--- src/inc/pir_pkg.sv ---
package pir_pkg;

    localparam int CLK_HZ = 100_000_000;

    // pulse length is a fixed number of oscillator ticks; trim moves the tick period
    localparam int PULSE_TICKS = 1000;
    localparam int PULSE_MIN_MS = 400;
    localparam int PULSE_MAX_MS = 7500;
    localparam int OSC_MIN_CYCLES = int'((longint'(PULSE_MIN_MS) * CLK_HZ / 1000) / PULSE_TICKS);
    localparam int OSC_MAX_CYCLES = int'((longint'(PULSE_MAX_MS) * CLK_HZ / 1000) / PULSE_TICKS);
    localparam int PER_W = 20;
    localparam int TRIM_W = 8;
    localparam logic [TRIM_W-1:0] TRIM_RESET = 8'h80;
    localparam logic [TRIM_W-1:0] TRIM_FULL = 8'hFF;

    // linear map of the trim setting onto the oscillator period
    function automatic logic [PER_W-1:0] osc_period(input logic [TRIM_W-1:0] trim,
                                                   input logic [PER_W-1:0] pmin,
                                                   input logic [PER_W-1:0] pmax);
        logic [31:0] span;
        span = 32'(pmax - pmin) * 32'(trim) / 32'(TRIM_FULL);
        return pmin + span[PER_W-1:0];
    endfunction

    localparam int STARTUP_TIME_S = 120;
    localparam int STARTUP_TICKS = int'(longint'(STARTUP_TIME_S) * CLK_HZ /
        longint'(osc_period(TRIM_RESET, PER_W'(OSC_MIN_CYCLES), PER_W'(OSC_MAX_CYCLES))));
    localparam int START_W = 16;
    localparam int BLINK_TICKS = 64;
    localparam int PULSE_W = 12;

    localparam int DUAL_WINDOW_MS = 1000;
    localparam int DUAL_WINDOW_CYCLES = int'(longint'(DUAL_WINDOW_MS) * CLK_HZ / 1000);
    localparam int WIN_W = 32;

    // register map, byte addresses
    localparam logic [7:0] ADDR_CTRL = 8'h00;
    localparam logic [7:0] ADDR_TRIM = 8'h04;
    localparam logic [7:0] ADDR_STATUS = 8'h08;
    localparam logic [7:0] ADDR_IRQ_STAT = 8'h0C;
    localparam logic [7:0] ADDR_IRQ_MASK = 8'h10;

    localparam int CTRL_DUAL = 0;
    localparam int CTRL_LAMP_CUT = 1;
    localparam logic [1:0] CTRL_RESET = 2'h0;

    localparam int ST_BIT_FLAG = 0;
    localparam int ST_BIT_STARTUP = 1;
    localparam int ST_BIT_LAMP = 2;

    localparam int EV_W = 3;
    localparam int EV_TRIG = 0;
    localparam int EV_END = 1;
    localparam int EV_READY = 2;
    localparam logic [EV_W-1:0] MASK_RESET = 3'h0;

    localparam logic [1:0] HTRANS_NONSEQ = 2'h2;

    typedef enum logic [1:0] {ST_STARTUP, ST_IDLE, ST_PULSE} trig_state_t;

endpackage

--- src/inc/osc_if.sv ---
`timescale 1ns/1ps
interface osc_if;
    logic [pir_pkg::TRIM_W-1:0] timing_trim;
    logic restart;
    logic tick;

    modport ctl (output timing_trim, output restart, input tick);
    modport osc (input timing_trim, input restart, output tick);
endinterface

--- src/design/trim_osc.sv ---
`timescale 1ns/1ps
module trim_osc
#(
    parameter logic [pir_pkg::PER_W-1:0] PMIN = pir_pkg::PER_W'(pir_pkg::OSC_MIN_CYCLES),
    parameter logic [pir_pkg::PER_W-1:0] PMAX = pir_pkg::PER_W'(pir_pkg::OSC_MAX_CYCLES)
)
(
    // clock and reset
    input wire logic CLOCK,
    input wire logic RST_N,
    // controller side
    osc_if.osc port
);
    import pir_pkg::*;

    logic [PER_W-1:0] count;
    logic [PER_W-1:0] period;
    logic wrap;

    // period follows the trim live, so turning it mid-pulse bends the pulse
    assign period = osc_period(port.timing_trim, PMIN, PMAX);
    assign wrap = (count >= period - PER_W'(1));

    always_ff @(posedge CLOCK or negedge RST_N)
    begin
        if (!RST_N)
        begin
            count <= '0;
            port.tick <= 1'b0;
        end
        else
        begin
            count <= (port.restart || wrap) ? '0 : count + PER_W'(1);
            port.tick <= wrap && !port.restart;
        end
    end
endmodule

--- src/design/pir_motion_trigger_logic.sv ---
// Implementation choices: the register offsets and register access over AHB-Lite.
`timescale 1ns/1ps
//
// Notes on behaviour
// - motion_flag_pin is high only while a detection is reported, low otherwise.
// - after start-up the lamp follows motion_flag_pin exactly while the lamp cut bit is clear.
// - start-up period after reset, length scales with timing_trim, about two minutes at factory trim.
// - lamp cut jumper open darkens lamp normally; lamp still blinks during start-up.
// - pulse high time is counted in oscillator ticks; longer period gives longer pulse.
// - fastest trim gives roughly 400 ms pulse.
// - slowest trim gives roughly 7.5 s pulse, linear between the extremes.
// - mode switch selects single-pulse or dual-pulse detection.
// - single-pulse: crossing either limit starts a pulse.
// - dual-pulse: upper and lower crossings both needed within a fixed window.
module pir_motion_trigger_logic
#(
    parameter logic [pir_pkg::PER_W-1:0] OSC_MIN = pir_pkg::PER_W'(pir_pkg::OSC_MIN_CYCLES),
    parameter logic [pir_pkg::PER_W-1:0] OSC_MAX = pir_pkg::PER_W'(pir_pkg::OSC_MAX_CYCLES),
    parameter logic [pir_pkg::START_W-1:0] STARTUP_TICKS = pir_pkg::START_W'(pir_pkg::STARTUP_TICKS),
    parameter logic [pir_pkg::WIN_W-1:0] DUAL_WINDOW = pir_pkg::WIN_W'(pir_pkg::DUAL_WINDOW_CYCLES),
    parameter logic RETRIGGER = 1'b1
)
(
    // clock and reset
    input wire logic CLOCK,
    input wire logic RST_N,
    // ahb-lite slave
    input wire logic HSEL,
    input wire logic [31:0] HADDR,
    input wire logic [1:0] HTRANS,
    input wire logic HWRITE,
    input wire logic [2:0] HSIZE,
    input wire logic [31:0] HWDATA,
    input wire logic HREADY,
    output logic [31:0] HRDATA,
    output logic HREADYOUT,
    output logic HRESP,
    // window comparator results
    input wire logic ABOVE_UPPER,
    input wire logic BELOW_LOWER,
    // motion outputs
    output logic MOTION_FLAG_PIN,
    output logic MOTION_LAMP,
    output logic IRQ
);
    import pir_pkg::*;

    osc_if osc_bus ();

    trim_osc #(
        .PMIN(OSC_MIN),
        .PMAX(OSC_MAX)
    ) u_osc (
        .CLOCK(CLOCK),
        .RST_N(RST_N),
        .port(osc_bus.osc)
    );

    ////////////////////////////////////////////////////////////////////////////////
    // registers and bus slave

    logic [1:0] ctrl;
    logic [TRIM_W-1:0] timing_trim;
    logic [EV_W-1:0] irq_stat;
    logic [EV_W-1:0] irq_mask;
    logic [EV_W-1:0] events;
    logic wr_pend;
    logic rd_pend;
    logic [7:0] dp_addr;
    logic [31:0] rd_mux;
    logic addr_ok;
    logic accept;
    logic [EV_W-1:0] w1c;

    trig_state_t state;
    trig_state_t next_state;

    assign accept = HSEL && HREADY && (HTRANS == HTRANS_NONSEQ);
    assign addr_ok = (HADDR[31:8] == 24'h000000);
    assign osc_bus.timing_trim = timing_trim;

    assign w1c = (wr_pend && dp_addr == ADDR_IRQ_STAT) ? HWDATA[EV_W-1:0] : '0;

    always_comb
    begin
        rd_mux = 32'h00000000;
        unique case (dp_addr)
            ADDR_CTRL: rd_mux[1:0] = ctrl;
            ADDR_TRIM: rd_mux[TRIM_W-1:0] = timing_trim;
            ADDR_STATUS: rd_mux[2:0] = {MOTION_LAMP, state == ST_STARTUP, MOTION_FLAG_PIN};
            ADDR_IRQ_STAT: rd_mux[EV_W-1:0] = irq_stat;
            ADDR_IRQ_MASK: rd_mux[EV_W-1:0] = irq_mask;
            default: rd_mux = 32'h00000000;
        endcase
    end

    // writes finish with no wait; reads take one wait so they see a write just before
    always_ff @(posedge CLOCK or negedge RST_N)
    begin
        if (!RST_N)
        begin
            wr_pend <= 1'b0;
            rd_pend <= 1'b0;
            dp_addr <= 8'h00;
            HREADYOUT <= 1'b1;
            HRDATA <= 32'h00000000;
        end
        else
        begin
            wr_pend <= accept && HWRITE;
            rd_pend <= accept && !HWRITE;
            if (accept)
            begin
                dp_addr <= addr_ok ? HADDR[7:0] : 8'hFF;
            end
            HREADYOUT <= !(accept && !HWRITE);
            if (rd_pend)
            begin
                HRDATA <= rd_mux;
            end
        end
    end

    assign HRESP = 1'b0;

    always_ff @(posedge CLOCK or negedge RST_N)
    begin
        if (!RST_N)
        begin
            ctrl <= CTRL_RESET;
            timing_trim <= TRIM_RESET;
            irq_mask <= MASK_RESET;
        end
        else if (wr_pend)
        begin
            if (dp_addr == ADDR_CTRL)
            begin
                ctrl <= HWDATA[1:0];
            end
            if (dp_addr == ADDR_TRIM)
            begin
                timing_trim <= HWDATA[TRIM_W-1:0];
            end
            if (dp_addr == ADDR_IRQ_MASK)
            begin
                irq_mask <= HWDATA[EV_W-1:0];
            end
        end
    end

    // a new event wins over a clear in the same cycle
    always_ff @(posedge CLOCK or negedge RST_N)
    begin
        if (!RST_N)
        begin
            irq_stat <= '0;
            IRQ <= 1'b0;
        end
        else
        begin
            irq_stat <= (irq_stat & ~w1c) | events;
            IRQ <= |(((irq_stat & ~w1c) | events) & irq_mask);
        end
    end

    ////////////////////////////////////////////////////////////////////////////////
    // crossing detection

    logic above_q;
    logic below_q;
    logic cross_up;
    logic cross_dn;
    logic arm_up;
    logic arm_dn;
    logic [WIN_W-1:0] win_cnt;
    logic win_open;
    logic dual_hit;
    logic hit;

    assign cross_up = ABOVE_UPPER && !above_q;
    assign cross_dn = BELOW_LOWER && !below_q;
    assign win_open = (win_cnt != '0);
    // opposite crossing inside the window qualifies
    assign dual_hit = win_open && ((cross_up && arm_dn) || (cross_dn && arm_up));
    assign hit = ctrl[CTRL_DUAL] ? dual_hit : (cross_up || cross_dn);

    always_ff @(posedge CLOCK or negedge RST_N)
    begin
        if (!RST_N)
        begin
            above_q <= 1'b0;
            below_q <= 1'b0;
            arm_up <= 1'b0;
            arm_dn <= 1'b0;
            win_cnt <= '0;
        end
        else
        begin
            above_q <= ABOVE_UPPER;
            below_q <= BELOW_LOWER;
            if (dual_hit || (!win_open && !cross_up && !cross_dn))
            begin
                arm_up <= 1'b0;
                arm_dn <= 1'b0;
                win_cnt <= '0;
            end
            else if ((cross_up && !arm_up) || (cross_dn && !arm_dn))
            begin
                // a fresh first crossing opens the fixed window
                arm_up <= cross_up;
                arm_dn <= cross_dn;
                win_cnt <= DUAL_WINDOW;
            end
            else if (win_open)
            begin
                win_cnt <= win_cnt - WIN_W'(1);
            end
        end
    end

    ////////////////////////////////////////////////////////////////////////////////
    // start-up, pulse timing and outputs

    logic [START_W-1:0] start_cnt;
    logic [START_W-1:0] next_start_cnt;
    logic [PULSE_W-1:0] pulse_cnt;
    logic [PULSE_W-1:0] next_pulse_cnt;
    logic [6:0] blink_cnt;
    logic blink;
    logic next_flag;
    logic restart;

    always_comb
    begin
        next_state = state;
        next_start_cnt = start_cnt;
        next_pulse_cnt = pulse_cnt;
        restart = 1'b0;
        events = '0;
        unique case (state)
            ST_STARTUP:
            begin
                // ticks stretch with the trim, so does start-up
                if (osc_bus.tick)
                begin
                    next_start_cnt = start_cnt - START_W'(1);
                    if (start_cnt <= START_W'(1))
                    begin
                        next_state = ST_IDLE;
                        events[EV_READY] = 1'b1;
                    end
                end
            end
            ST_IDLE:
            begin
                if (hit)
                begin
                    next_state = ST_PULSE;
                    next_pulse_cnt = PULSE_W'(PULSE_TICKS);
                    restart = 1'b1;
                    events[EV_TRIG] = 1'b1;
                end
            end
            ST_PULSE:
            begin
                if (hit && RETRIGGER)
                begin
                    next_pulse_cnt = PULSE_W'(PULSE_TICKS);
                    restart = 1'b1;
                    events[EV_TRIG] = 1'b1;
                end
                else if (osc_bus.tick)
                begin
                    next_pulse_cnt = pulse_cnt - PULSE_W'(1);
                    if (pulse_cnt <= PULSE_W'(1))
                    begin
                        next_state = ST_IDLE;
                        events[EV_END] = 1'b1;
                    end
                end
            end
            default: next_state = ST_IDLE;
        endcase
    end

    assign osc_bus.restart = restart;
    assign next_flag = (next_state == ST_PULSE);
    assign blink = (blink_cnt == 7'(BLINK_TICKS - 1)) && osc_bus.tick;

    always_ff @(posedge CLOCK or negedge RST_N)
    begin
        if (!RST_N)
        begin
            state <= ST_STARTUP;
            start_cnt <= '0;
            pulse_cnt <= '0;
            blink_cnt <= '0;
        end
        else
        begin
            state <= next_state;
            start_cnt <= (state == ST_STARTUP && start_cnt == '0) ? STARTUP_TICKS : next_start_cnt;
            pulse_cnt <= next_pulse_cnt;
            blink_cnt <= blink ? '0 : blink_cnt + 7'(osc_bus.tick);
        end
    end

    // after start-up, flag and lamp share one next value so they change on the same edge
    always_ff @(posedge CLOCK or negedge RST_N)
    begin
        if (!RST_N)
        begin
            MOTION_FLAG_PIN <= 1'b0;
            MOTION_LAMP <= 1'b0;
        end
        else
        begin
            MOTION_FLAG_PIN <= next_flag;
            if (next_state == ST_STARTUP)
            begin
                MOTION_LAMP <= MOTION_LAMP ^ blink;
            end
            else
            begin
                MOTION_LAMP <= next_flag && !ctrl[CTRL_LAMP_CUT];
            end
        end
    end
endmodule

--- config.mk ---
export PLATFORM = sky130hd
export DESIGN_NAME = pir_motion_trigger_logic
export DESIGN_NICKNAME = d
export VERILOG_FILES = /design/src/inc/pir_pkg.sv /design/src/inc/osc_if.sv /design/src/design/trim_osc.sv /design/src/design/pir_motion_trigger_logic.sv
export SDC_FILE = /design/constraint.sdc
export NUM_CORES = 1
export LEC_CHECK = 0
export BUFFER_PORTS_ARGS = -buffer_cell sky130_fd_sc_hd__buf_2
export CAP_MARGIN = 30
export CORE_UTILIZATION = 50
export DETAILED_ROUTE_END_ITERATION = 6
export GPL_ROUTABILITY_DRIVEN = 0
export PLACE_DENSITY = 0.65
export SETUP_SLACK_MARGIN = 0.5
export SYNTH_ARGS = -nofsm -noshare
export SYNTH_HDL_FRONTEND = slang
export SYNTH_SLANG_ARGS = --single-unit
--- constraint.sdc ---
create_clock -name CLOCK -period 43.8 [get_ports CLOCK]
set_clock_uncertainty 0.05 [all_clocks]
set_input_delay 2.19 -clock CLOCK [delete_from_list [all_inputs] [get_ports CLOCK]]
set_output_delay 2.19 -clock CLOCK [all_outputs]
set_load 0.01 [all_outputs]
-- Yosys cells after proc, flatten, opt, wreduce, memory -nomap -nowiden
Index checks and enable logic that the tools add are counted.
- flip-flop bits (word level): 132
- input port bits: 76
- output and inout bits: 37
- logic and storage cells: 142
- add/sub/neg operators: 7
- multipliers: 1
- div/mod/pow operators: 1
- $lt $le $gt $ge: 3
- eq/ne operators: 11
- multiplexer cells: 39
- bitwise logic cells: 5
- reductions and logical operators: 52
- operator list (kind ; number):
    $mux W32 ; 3
    $mux W16 ; 3
    $mux W12 ; 3
    $div A28 B8 Y32 const B ; 1
    $reduce_bool A32 Y1 ; 1
    $sub A32 B1 Y32 const B ; 1
    $logic_not A24 Y1 ; 1
    $mul A16 B8 Y24 const A ; 1
    $pmux W12 S2 ; 1
    $add A16 B20 Y20 const A ; 1
    $add A20 B1 Y20 const B ; 1
    $ge A20 B20 Y1 ; 1
    $mux W20 ; 1
    $sub A20 B1 Y20 const B ; 1
    $logic_and A1 B1 Y1 ; 18
    $eq A8 B4 Y1 const B ; 2
    $le A16 B1 Y1 const B ; 1
    $logic_not A16 Y1 ; 1
    $sub A16 B1 Y16 const B ; 1
    $mux W1 ; 15
    $le A12 B1 Y1 const B ; 1
    $mux W2 ; 6
    $sub A12 B1 Y12 const B ; 1
    $logic_not A1 Y1 ; 11
    other kinds (28) ; 42

-- Depth between registers and ports, before layout
- depth in word-level cells: 11
- mapped depth: 110
- gate-level depth less buffers: 98

-- By module
A second synthesis with hierarchy kept.
- cells, all modules: 1860
- area total of the unflattened synthesis: 15630.0 um^2
- modules (own cells, without submodules) (module ; instances ; cells each ; area each (um^2) ; seq. area each (um^2)):
    trim_osc ; 1 ; 1280 ; 9848.2 ; 525.5
    pir_motion_trigger_logic ; 1 ; 580 ; 5781.8 ; 2780.2

-- Worst setup path before layout
OpenSTA, ideal clock, no wires.
- kind: register -> register
- start point: register timing_trim[6] (netlist: osc_bus.timing_trim[6])
- end point: register u_osc.count[10]
- setup time: 0.072 ns
- data arrival time: 20.824 ns
- data required time: 43.678 ns
- slack: 22.854 ns
- stages on the path, launching flop included: 101
- buffers on the path: 5
- clock period less this slack: 20.946 ns
- cell sequence: dfrtp_1 > fa_1 > inv_1 > fa_1 > fa_1 > inv_1 > fa_1 > ha_1 > a21o_1 > a221o_1 > a311oi_1 > o22a_1 > buf_6 > nand4_4 > or3_4 > o31ai_1 > and4bb_4 > a2111oi_4 > (+65 left out) > o21ai_0 > nand2b_1 > a21oi_1 > nor2b_1 > o21ai_0 > nand2b_1 > a21oi_1 > nor2b_1 > o21ai_0 > nand2b_1 > a21oi_1 > nor2b_1 > o21ai_0 > nand2b_1 > a21oi_1 > nand2_1 > clkbuf_1 > nor2_1
- word-level cells in the longest chain between the ends: 7
- ends and longest elaborated chain (element ; line ; text):
    start: declaration ; pir_motion_trigger_logic.sv:63 ; logic [TRIM_W-1:0] timing_trim;
    start signal: assignment ; pir_motion_trigger_logic.sv:142 ; timing_trim <= HWDATA[TRIM_W-1:0];
    $mul A16 B8 Y24 ; pir_pkg.sv:21 ; span = 32'(pmax - pmin) * 32'(trim) / 32'(TRIM_FULL);
    $div A28 B8 Y32 ; pir_pkg.sv:21 ;
    $add A16 B20 Y20 ; pir_pkg.sv:22 ; return pmin + span[PER_W-1:0];
    $sub A20 B1 Y20 ; trim_osc.sv:22 ; assign wrap = (count >= period - PER_W'(1));
    $ge A20 B20 Y1 ; trim_osc.sv:22 ;
    $logic_or A1 B1 Y1 ; trim_osc.sv:33 ; count <= (port.restart || wrap) ? '0 : count + PER_W'(1);
    $mux W20 ; trim_osc.sv:33 ;
    end signal: assignment ; trim_osc.sv:33 ;
    end: declaration ; trim_osc.sv:16 ; logic [PER_W-1:0] count;
Every way passes these cells.
A chain may end at the register's enable or synchronous reset.

-- Worst setup path after layout
- start point: register timing_trim[6] (netlist: osc_bus.timing_trim[6])
- end point: register u_osc.count[4]
Same word-level chain as after synthesis.

==> flow_summary.ini <==
[run_status]
outcome = completed

[layout]
areaGrowthSynthToFinish_pct = 7.20
num_antenna_cells = 0
final_common_cell = nor2_1
fin_util_pct = 54.6
drive_above_1_share_pct = 11.9
layout.nets = 2125
final_cell_mix = 182 x nor2_1, 158 x nand2_1, 130 x dfrtp_1
postLayoutCellArea_mm2 = 0.0168

[global_routing]
antenna_found_initial = 0
grt_first_pass_wirelength_um = 65600
first_global_vias = 13500
grt-ovfl-total = 0
grt_max_degree = 71
track_usage_pct = 24.8

[sta]
slew_headroom_pct = 23.3
setup_ws_ps = 18760
setup_tns_ps = 0
period_minus_slack_ps = 25040
slew_violations = 0
final_hold_viol_count = 0
grt_setup_unrepaired = false
tightest_slew_ps = 1150
setup_violations = 0
max_freq_mhz = 39.9
post-route-period-util_pct = 57.2

[cts]
cts_sinks = 132
cts_setup_buffers = 0
cts_max_level = 4
clk_path_buf_depth = 2
cts_tree = done
root_buffer = clkbuf_16
cts_buffers = 17
hold_buffers = 0
ctsResizeCount = 0
path_clk_slew_ps = 60
clk-insertion-delay-late_ps = 420

[placed_design]
post_dp_cell_area_mm2 = 0.0161
io_buffers = 60
hpwlAfterDp_um = 30600
place_worst_setup_slack_ps = 19160

[die]
ios = 113
die_area_mm2 = 0.0320
coreArea_mm2 = 0.0307
die_h_um = 179
die_w_um = 179
rows = 64
start_util_pct = 51.0

[synth]
synthFlopType = dfrtp_1
synth-adder-area-share_pct = 12.2
ys_seq_area_share_pct = 21.2
yosys_warnings = 0
muxShareOfSynthArea_pct = 2.62
synth.avg_cell_area_um2 = 8.31
syn_inst = 1881
synth.cell_area_mm2 = 0.0156
synth.distinct_cells = 145
synthXorXnorAreaFrac_pct = 7.85
synth-edff-count = 0
synth_top_family_by_area = simple AND/OR/NAND/NOR gates
synth-simple-area-share_pct = 26.5
synth_compound_area_share_pct = 24.7
async_flop_share_pct = 100
ys_ff_latch = 132

[setup_path]
path_max_fanout = 19
cp_slowest_cell = mux2i_1
worstSetupEndpointType = flip-flop
crit_path_max_incr_delay_ps = 710
cp.arrival_ps = 25330
path_class = flip-flop to flip-flop
path_common_cell = a21oi_1
start_kind = flip-flop
crit_required_ps = 44080

[route]
ant_nets = 0
drt-total-wl_um = 38700
vias_per_cell = 6.14
routedWlPerCell_um = 16.6
num_vias = 14300
first_pass_iters = 6
drc = 0
drt_iter0_drc = 1103

[run]
maxCapViolations = 0

[hold_path]
hold_class = flip-flop to flip-flop
==> Yosys cell counts (all sizes together), types with 18 or more instances <==
library cell	n	area (um^2)
mux2	22	255
buf	52	337
o21ai	100	531
and2	25	159
xnor2	81	709
o211ai	25	220
and3	30	194
or3	22	153
a31oi	21	156
a211oi	21	185
inv	100	375
nor4	55	378
ha	96	1200
nor3	72	397
xor2	53	472
a21oi	103	531
nor2	186	722
fa	35	701
a21o	25	188
dfrtp	130	3250
nand2b	20	125
nand2	159	604
or2	18	113
nand4	28	196
nand3	76	400
==> final cells by class <==
type	instances	area [um^2]
inverters	100	375
well taps	396	495
repair buffers	63	329
fillers	2829	13900
clock inverters	11	150
clock buffers	21	460
multi-input cells	1604	11600
flip-flops and latches	132	3310
==> logic make-up after synthesis <==
group,after synthesis
multiplexers,37
AND/OR/NAND/NOR,769
flip-flops,132
buffers and inverters,169
AO/OA/AOI/OAI,505
XOR/XNOR,136
other,1
adder cells (fa/ha/maj),132
==> sequential cells by signal (all words and copies together) (netlist names) <==
name / count
HREADYOUT: 1
MOTION_FLAG_PIN: 1
ctrl: 2
below_q: 1
win_cnt: 32
wr_pend: 1
HRDATA: 8
IRQ: 1
MOTION_LAMP: 1
arm_up: 1
pulse_cnt: 12
state: 2
arm_dn: 1
osc_bus.timing_trim: 8
u_osc.count: 20
blink_cnt: 7
irq_stat: 3
start_cnt: 16
irq_mask: 3
rd_pend: 1
above_q: 1
u_osc.port.tick: 1
dp_addr: 8
==> metrics by stage <==
step / std cells / hold WS, ps
floorplan: 1905 / 390
global placement: 2295 / 418
detailed placement: 2295 / 421
CTS: 2327 / 430
global route: 2327 / 455
finish: 2327 / 430
==> final timing paths <==
path	from	end	slack (ps)	depth (start not counted)
worst min-delay path	start_cnt[14]	start_cnt[14]	430	1
min in group asynchronous	RST_N	win_cnt[30]	1710	1
worst min register to register	start_cnt[14]	start_cnt[14]	430	1
worst max-delay path	osc_bus.timing_trim[6]	u_osc.count[4]	18760	95
worst max register to register	osc_bus.timing_trim[6]	u_osc.count[4]	18760	95
max in group asynchronous	RST_N	start_cnt[7]	40760	2
==> worst max-delay path, delay by kind of cell, from the launching register on <==
| kind | cells | cell delay, ps |
|---|---|---|
| compound gates | 36 | 10090 |
| simple gates | 37 | 7610 |
| fa+ha+maj | 10 | 3710 |
| mux | 5 | 2170 |
| flops | 1 | 510 |
| buf+inv | 5 | 420 |
| xor+xnor | 2 | 350 |
==> layer usage <==
layer	part of all wire [%]	up-vias	wire length, um	GRT usage (%)
met5	0	-	0	0
li1	-	7048	-	-
met3	3.4	28	1320	2.37
met2	48	344	18600	42.1
met1	48	6874	18400	34.2
met4	0.82	0	315	5.05
Power is not shown: default switching activity piles up to over one toggle a cycle in this logic, so the estimate is an artifact.
